<file path="src/core/tcf_pkg.sv">
package tcf_pkg;

    // ****************************************************************
    // Register map and field positions
    // ****************************************************************
    localparam logic [5:0]  FEATURE_ADDR     = 6'h20;
    localparam logic [5:0]  USER_OFFSET_ADDR = 6'h21;
    localparam logic [5:0]  USER_SCALE_ADDR  = 6'h22;
    localparam logic [15:0] FEATURE_RESET    = 16'h1006;
    localparam logic [15:0] USER_OFFSET_RST  = 16'h0000;
    localparam logic [15:0] USER_SCALE_RST   = 16'h0100;
    localparam logic [15:0] FEATURE_WMASK    = 16'hf51f;

    localparam int USER_SCALE_BIT   = 0;
    localparam int MFR_SCALE_BIT    = 1;
    localparam int WATCHDOG_BIT     = 2;
    localparam int SIGN_MAG_BIT     = 3;
    localparam int STATUS_LOW_BIT   = 4;
    localparam int CJC_OFF_BIT      = 8;
    localparam int NO_LOW_CHECK_BIT = 10;
    localparam int TYPE_LSB         = 12;

    // ****************************************************************
    // Control byte layout
    // ****************************************************************
    localparam int CTRL_REG_BIT = 7;
    localparam int CTRL_WR_BIT  = 6;

    // ****************************************************************
    // Scaling constants and status-field positions
    // ****************************************************************
    localparam int SCALE_FRAC_BITS = 8;
    localparam int STATUS_LSB      = 3;
    localparam int FLAG_RANGE_BIT  = 0;
    localparam int FLAG_ERROR_BIT  = 1;

    // ****************************************************************
    // Sensor type codes
    // ****************************************************************
    typedef enum logic [3:0] {
        TCF_TYPE_L  = 4'h0,
        TCF_TYPE_K  = 4'h1,
        TCF_TYPE_J  = 4'h2,
        TCF_TYPE_E  = 4'h3,
        TCF_TYPE_T  = 4'h4,
        TCF_TYPE_N  = 4'h5,
        TCF_TYPE_U  = 4'h6,
        TCF_TYPE_B  = 4'h7,
        TCF_TYPE_R  = 4'h8,
        TCF_TYPE_S  = 4'h9,
        TCF_TYPE_UV = 4'ha
    } tcf_sensor_t;

    // Decoded feature register contents.
    typedef struct packed {
        tcf_sensor_t sensorType;
        logic        noLowCheck;
        logic        cjcOff;
        logic        statusLow;
        logic        signMag;
        logic        watchdogOn;
        logic        mfrScaleOn;
        logic        userScaleOn;
    } tcf_mode_t;

    // One measured sample entering the formatter.
    typedef struct packed {
        logic [15:0] value;
        logic        outOfRange;
        logic        belowRange;
        logic        error;
    } tcf_sample_t;

endpackage

</file>
<file path="src/core/tcf_feature_format.sv">
`timescale 1ns/1ns
// Function
// - Feature bit 0 enables user linear scaling, cleared by default.
// - Manufacturer scaling enable bit, set by default.
// - Feature bit 2 enables the watchdog, set by default.
// - Bit 3 selects sign-magnitude output; minus one reads 0x8001.
// - Bit 4 selects status flags in the three low bits.
// - Bit 8 turns cold-junction compensation off; default on.
// - Bit 10 skips the lower range limit check.
// - Bits 15..12 select sensor type L,K,J,E,T,N,U,B for 0..7.
// - Manufacturer scaling only gives tenth degree or 6.4 uV counts.
// - No scaling gives sixteenth degree or 4 uV counts.
// - Status format puts the value in bits 15..3, sign in 15.
// - Status format: bit 0 out of range, bit 1 error, bit 2 zero.
// - A 16-bit signed user offset is added under user scaling.
// - User scale is 16-bit signed, weighted two to the minus eight.
// - Control bit 7 selects registers, bit 6 writes, 5..0 address.
module tcf_feature_format (
    input  wire logic                 core_clk,
    input  wire logic                 reset,
    input  wire logic                 cmdValid,
    input  wire logic [7:0]           ctrlByte,
    input  wire logic [15:0]          cmdData,
    output logic      [7:0]           statusByte,
    output logic      [15:0]          readData,
    input  wire logic                 sampleValid,
    input  wire tcf_pkg::tcf_sample_t sampleIn,
    output logic                      outValid,
    output logic      [15:0]          outWord,
    output tcf_pkg::tcf_mode_t        modeOut
);

    // ****************************************************************
    // Register file
    // ****************************************************************
    logic [15:0] featureReg;
    logic [15:0] userOffset;
    logic [15:0] userScale;
    logic [15:0] next_featureReg;
    logic [15:0] next_userOffset;
    logic [15:0] next_userScale;
    logic [7:0]  next_statusByte;
    logic [15:0] next_readData;
    logic [5:0]  regIndex;
    logic        regAccess;
    logic        regWrite;

    assign regIndex  = ctrlByte[5:0];
    assign regAccess = cmdValid && ctrlByte[tcf_pkg::CTRL_REG_BIT];
    assign regWrite  = regAccess && ctrlByte[tcf_pkg::CTRL_WR_BIT];

    // The handshake completes when the status byte mirrors the control
    // byte; a write acknowledges with the write bit cleared.
    always_comb begin
        next_featureReg = featureReg;
        next_userOffset = userOffset;
        next_userScale  = userScale;
        next_statusByte = statusByte;
        next_readData   = readData;
        if (regAccess) begin
            next_statusByte = {1'b1, 1'b0, regIndex};
            next_readData   = 16'h0000;
            if (regWrite) begin
                if (regIndex == tcf_pkg::FEATURE_ADDR) begin
                    next_featureReg = cmdData & tcf_pkg::FEATURE_WMASK;
                end else if (regIndex == tcf_pkg::USER_OFFSET_ADDR) begin
                    next_userOffset = cmdData;
                end else if (regIndex == tcf_pkg::USER_SCALE_ADDR) begin
                    next_userScale = cmdData;
                end
            end else begin
                if (regIndex == tcf_pkg::FEATURE_ADDR) begin
                    next_readData = featureReg;
                end else if (regIndex == tcf_pkg::USER_OFFSET_ADDR) begin
                    next_readData = userOffset;
                end else if (regIndex == tcf_pkg::USER_SCALE_ADDR) begin
                    next_readData = userScale;
                end
            end
        end else if (cmdValid) begin
            next_statusByte = 8'h00;
        end
    end

    always_ff @(posedge core_clk) begin
        if (reset) begin
            featureReg <= tcf_pkg::FEATURE_RESET;
            userOffset <= tcf_pkg::USER_OFFSET_RST;
            userScale  <= tcf_pkg::USER_SCALE_RST;
            statusByte <= 8'h00;
            readData   <= 16'h0000;
        end else begin
            featureReg <= next_featureReg;
            userOffset <= next_userOffset;
            userScale  <= next_userScale;
            statusByte <= next_statusByte;
            readData   <= next_readData;
        end
    end

    // ****************************************************************
    // Mode decode
    // ****************************************************************
    tcf_pkg::tcf_mode_t mode;

    always_comb begin
        mode.userScaleOn = featureReg[tcf_pkg::USER_SCALE_BIT];
        mode.mfrScaleOn  = featureReg[tcf_pkg::MFR_SCALE_BIT];
        mode.watchdogOn  = featureReg[tcf_pkg::WATCHDOG_BIT];
        mode.signMag     = featureReg[tcf_pkg::SIGN_MAG_BIT];
        mode.statusLow   = featureReg[tcf_pkg::STATUS_LOW_BIT];
        mode.cjcOff      = featureReg[tcf_pkg::CJC_OFF_BIT];
        mode.noLowCheck  = featureReg[tcf_pkg::NO_LOW_CHECK_BIT];
        mode.sensorType  = tcf_pkg::tcf_sensor_t'(
            featureReg[tcf_pkg::TYPE_LSB +: 4]);
    end

    assign modeOut = mode;

    // ****************************************************************
    // Output word formatter
    // ****************************************************************
    // The upstream converter delivers values already in the resolution
    // picked by the scaling bits (tenth or sixteenth degree); only the
    // user equation is applied here, so that path stays a single stage.
    function automatic logic [15:0] to_sign_mag(input logic [15:0] v);
        logic [15:0] mag;
        mag = v[15] ? 16'(-v) : v;
        return {v[15], mag[14:0]};
    endfunction

    logic [31:0] product;
    logic [15:0] scaled;
    logic [15:0] coded;
    logic        rangeFlag;
    logic [15:0] next_outWord;
    logic        next_outValid;

    always_comb begin
        product = 32'($signed(sampleIn.value) * $signed(userScale));
        if (mode.userScaleOn) begin
            scaled = 16'(product[tcf_pkg::SCALE_FRAC_BITS +: 16]
                          + userOffset);
        end else begin
            scaled = sampleIn.value;
        end
        rangeFlag = sampleIn.outOfRange
                    || (sampleIn.belowRange && !mode.noLowCheck);
        coded = mode.signMag ? to_sign_mag(scaled) : scaled;
        if (mode.statusLow) begin
            next_outWord = {coded[15], coded[14:0]};
            next_outWord[tcf_pkg::STATUS_LSB-1:0] = 3'h0;
            next_outWord[tcf_pkg::FLAG_RANGE_BIT] = rangeFlag;
            next_outWord[tcf_pkg::FLAG_ERROR_BIT] = sampleIn.error;
        end else begin
            next_outWord = coded;
        end
        next_outValid = sampleValid;
        if (!sampleValid) begin
            next_outWord = outWord;
        end
    end

    always_ff @(posedge core_clk) begin
        if (reset) begin
            outWord  <= 16'h0000;
            outValid <= 1'b0;
        end else begin
            outWord  <= next_outWord;
            outValid <= next_outValid;
        end
    end
endmodule

</file>
<file path="config.mk">
export PLATFORM = sky130hd
export DESIGN_NAME = tcf_feature_format
export DESIGN_NICKNAME = d
export VERILOG_FILES = /design/src/core/tcf_pkg.sv /design/src/core/tcf_feature_format.sv
export SDC_FILE = /design/constraint.sdc
export NUM_CORES = 1
export LEC_CHECK = 0
export ABC_CLOCK_PERIOD_IN_PS = 18950
export BUFFER_PORTS_ARGS = -buffer_cell sky130_fd_sc_hd__buf_4
export CAP_MARGIN = 10
export CORE_ASPECT_RATIO = 1.1
export CORE_UTILIZATION = 65
export CTS_CLUSTER_DIAMETER = 100
export DETAILED_ROUTE_END_ITERATION = 16
export GPL_ROUTABILITY_DRIVEN = 0
export PLACE_DENSITY_LB_ADDON = 0.05
export SLEW_MARGIN = 0
export SYNTH_ARGS = -nofsm -noshare
export SYNTH_HDL_FRONTEND = slang
export SYNTH_SLANG_ARGS = --single-unit
</file>
<file path="constraint.sdc">
create_clock -name core_clk -period 18.95 [get_ports core_clk]
set_input_delay 0.9475 -clock core_clk [delete_from_list [all_inputs] [get_ports core_clk]]
set_output_delay 0.9475 -clock core_clk [all_outputs]
set_load 0.01 [all_outputs]
</file>
==> metrics.cfg <==
[sta]
final_hold_viol_count = 0
worst_pin_slew_ns = 1.08
final_min_period_over_clock_period = 0.458
clock-skew-final_ns = 0.00344
final_max_slew_viol_count = 0
unrepaired_setup_endpoints_after_global_routing = false
report.final.setup_viol = 0
layout_min_cycle_time_ns = 8.67
totalNegativeSetupSlack_ns = 0
max-slew-margin-rel = 0.279
timing.fmax_ghz = 0.115

[synth]
ys.warnings.count = 0
distinct_cell_type_count_after_synthesis = 60
yosysMostFrequentCell = sky130_fd_sc_hd__inv_1
synth_enable_flop_cells = 0
synth.top_cells.by_area = sky130_fd_sc_hd__fa_1 (32%), sky130_fd_sc_hd__dfxtp_1 (14%), sky130_fd_sc_hd__ha_1 (9.1%), sky130_fd_sc_hd__inv_1 (7.9%), sky130_fd_sc_hd__nand2_1 (6.9%)
post_synth_most_frequent_cells = sky130_fd_sc_hd__inv_1 (250), sky130_fd_sc_hd__nand2_1 (220), sky130_fd_sc_hd__fa_1 (187)
netlist_instances = 1401
synth-async-reset-ratio = 0
syn_avg_cell_area_um2 = 8.48
ys_dominant_reg_cell = sky130_fd_sc_hd__dfxtp_1
yosys.area.top_type_share = 0.315
synthesis.nets = 1721
ys_seq_area_frac = 0.140
yosysTopAreaCell = sky130_fd_sc_hd__fa_1
postSynthRegisterBits = 83
mappedNetlistArea_um2 = 11900

[worst_setup_path]
crit_slowest_cell = sky130_fd_sc_hd__dfxtp_1
critical_path.most_common_cell = sky130_fd_sc_hd__fa_1
critPathCaptureType = register
worst_path_largest_cell_delay_ns = 0.99
critical_path_source_type = register
r2r_cells = 31
criticalPathCategory = reg2reg
reg2reg_end = outWord[6]
timing.critical_path.fanout_max = 18
worstReg2RegStart = userScale[4]
r2r_slack_ns = 10.28
timing.critical_path.required_ns = 19.19
crit_arrival_ns = 8.92

[global_routing]
met1_usage = 0.429
antenna_found_initial = 0
grt_busiest_layer = met2
grt.met3_usage = 0.0488
first_global_vias = 9601
track_usage = 0.338
maximum_number_of_pins_on_one_net_before_global_route_repair = 75
grt_first_pass_wirelength_mm = 48.2
grt.overflow.total = 0
grt_util_met2 = 0.571

[cells_and_area]
synthToLayoutAreaGrowth_pct = 9.25
final_non_filler_cell_total = 1679
nets = 1756
antenna_cells_inserted = 0
nFillCells = 1385
layout-drive-gt1-share = 0.0854
multiInputGateArea_um2 = 8980
seq_area_um2 = 1660

[floorplanning]
core_um2 = 17800
row_count = 51
floorplan.io_pins = 99
die_height_um = 144
die-width_um = 131
initial_utilization = 0.668
dieArea_um2 = 18800

[min_path]
timing.hold.worst.start = outWord[1]
hold_path_end = outWord[1]
worst_hold_path_type = reg2reg
whs_path_depth = 2

[run]
max-cap-violations = 0

[clock_tree]
number_of_cts_inserted_buffers = 9
post_cts.resized_instances = 0
clock-root-buffer = sky130_fd_sc_hd__clkbuf_16
cts_setup_buffers = 0
worstSkewPairLatency_ns = 0.34
depth_of_the_cts_h_tree = 3
cts.sinks = 83
clock_path_buffers = 2
tritoncts = built
cts.clk_slew.worst_paths_ns = 0.06
cts_hold_repair.buffers = 0

[placed_design]
numPortBuffers = 97
dp.cells = 1663
dpl_wire_length_mm = 22.9

[pwr]
vdd_ir_drop_max_uv = 63.8
p_leak_nw = 6.09
power.density_cell_area_nw_per_um2 = 35.2

[detailed_routing]
drt_first_pass_iters = 6
detailroute.via_count = 9584
drtIter0Drc = 726
drt-wirelength-per-cell_um = 17.8
drt_drc_violations_left = 0
vias_per_cell = 5.71
postRouteAntennaNets = 0
routed_wirelength_mm = 29.8

[run_status]
status = finished, final reports clean

## critical path, delay by kind of cell, from the launching register on
family | cells | cell delay [ns]
flops | 1 | 0.99
xor+xnor | 3 | 0.46
compound gates | 10 | 2.47
buf+inv | 4 | 0.23
simple gates | 6 | 1.00
fa+ha+maj | 8 | 3.40
## state kept, by name, summed over array words and instances, names as in the netlist
name and cells:
featureReg 11, outValid 1, outWord 16, readData 16, statusByte 7, userOffset 16, userScale 16
## placed cells by master (no fill, tap or decap), types with 3 or more instances in the layout
| master | instances |
|---|---|
| sky130_fd_sc_hd__inv_1 | 250 |
| sky130_fd_sc_hd__nand2_1 | 220 |
| sky130_fd_sc_hd__fa_1 | 187 |
| sky130_fd_sc_hd__buf_4 | 101 |
| sky130_fd_sc_hd__and2_1 | 95 |
| sky130_fd_sc_hd__ha_1 | 86 |
| sky130_fd_sc_hd__dfxtp_1 | 83 |
| sky130_fd_sc_hd__a21oi_1 | 57 |
| sky130_fd_sc_hd__nor2_1 | 55 |
| sky130_fd_sc_hd__xnor2_1 | 31 |
| sky130_fd_sc_hd__mux2i_1 | 25 |
| sky130_fd_sc_hd__a21o_1 | 19 |
| sky130_fd_sc_hd__nand2b_1 | 18 |
| sky130_fd_sc_hd__nor2b_1 | 17 |
| sky130_fd_sc_hd__nand3_1 | 16 |
| sky130_fd_sc_hd__a22oi_1 | 16 |
| sky130_fd_sc_hd__o21ai_0 | 15 |
| sky130_fd_sc_hd__a22o_1 | 13 |
| sky130_fd_sc_hd__xor2_1 | 12 |
| sky130_fd_sc_hd__o21ai_1 | 11 |
| sky130_fd_sc_hd__o21a_1 | 10 |
| sky130_fd_sc_hd__nor3_1 | 9 |
| sky130_fd_sc_hd__clkbuf_16 | 9 |
| sky130_fd_sc_hd__and3_1 | 8 |
| sky130_fd_sc_hd__nand4_1 | 7 |
| sky130_fd_sc_hd__or3_1 | 7 |
| sky130_fd_sc_hd__o211ai_1 | 4 |
| sky130_fd_sc_hd__a221oi_1 | 4 |
| sky130_fd_sc_hd__a211oi_1 | 4 |
| sky130_fd_sc_hd__xnor3_1 | 4 |
| sky130_fd_sc_hd__a31oi_1 | 3 |
| sky130_fd_sc_hd__a211o_1 | 3 |
| sky130_fd_sc_hd__a311oi_1 | 3 |
| sky130_fd_sc_hd__o31ai_1 | 3 |
| sky130_fd_sc_hd__bufinv_16 | 3 |
## cell type report
cell class	count	area share
multi-input cells	990	0.692
flip-flops and latches	83	0.128
inverters	251	0.0726
repair buffers	101	0.0584
well taps	238	0.0229
clock buffers	12	0.0190
clock inverters	4	0.00752
## logic make-up (layout without fill, tap and decap cells)
| group | after synthesis | in the layout | share of synthesized area |
|---|---|---|---|
| simple gates | 462 | 462 | 0.185 |
| mux | 28 | 28 | 0.0239 |
| compound gates | 178 | 178 | 0.0999 |
| flops | 83 | 83 | 0.140 |
| fa+ha+maj | 273 | 273 | 0.406 |
| xor+xnor | 48 | 48 | 0.0406 |
| other cells | 1 | 1 | 0.000316 |
| buf+inv | 328 | 368 | 0.105 |
## how the worst max path moves through the flow
stage | start | endpoint | slack, ns | cells past startpoint
6_report | userScale[4] | outWord[6] | 10.28 | 31
5_1_grt | userScale[4] | outWord[14] | 9.76 | 31
4_1_cts | userScale[7] | outWord[14] | 10.38 | 31
3_5_place_dp | sampleIn[11] | outWord[14] | 10.10 | 32
3_3_place_gp | sampleIn[11] | outWord[14] | 10.21 | 32
2_1_floorplan | sampleIn[7] | outWord[11] | 10.58 | 34
## routing by layer
metal	vias up	wire length, um
li1	4416	-
met1	4640	11800
met2	446	14200
met3	82	2520
met4	0	1250
met5	-	0
## through the flow
step | hold slack, ns | setup slack [ns] | utilization | total power, mW | cell area, um2
6_report | 0.456 | 10.28 | 0.729 | 0.456 | 13000
5_1_grt | 0.486 | 9.76 | 0.729 | 0.471 | 13000
4_1_cts | 0.457 | 10.38 | 0.729 | 0.457 | 13000
3_5_place_dp | 0.449 | 10.10 | 0.710 | 0.258 | 12600
3_3_place_gp | 0.441 | 10.21 | 0.710 | 0.257 | 12600
2_1_floorplan | 0.454 | 10.58 | - | 0.228 | 11900
## power breakdown
part	switching [mW]	internal, mW
sequential	0.00183	0.177
combinational	0.0470	0.0293
clock	0.0685	0.132
No activity file was read; power rests on OpenSTA's default activity.
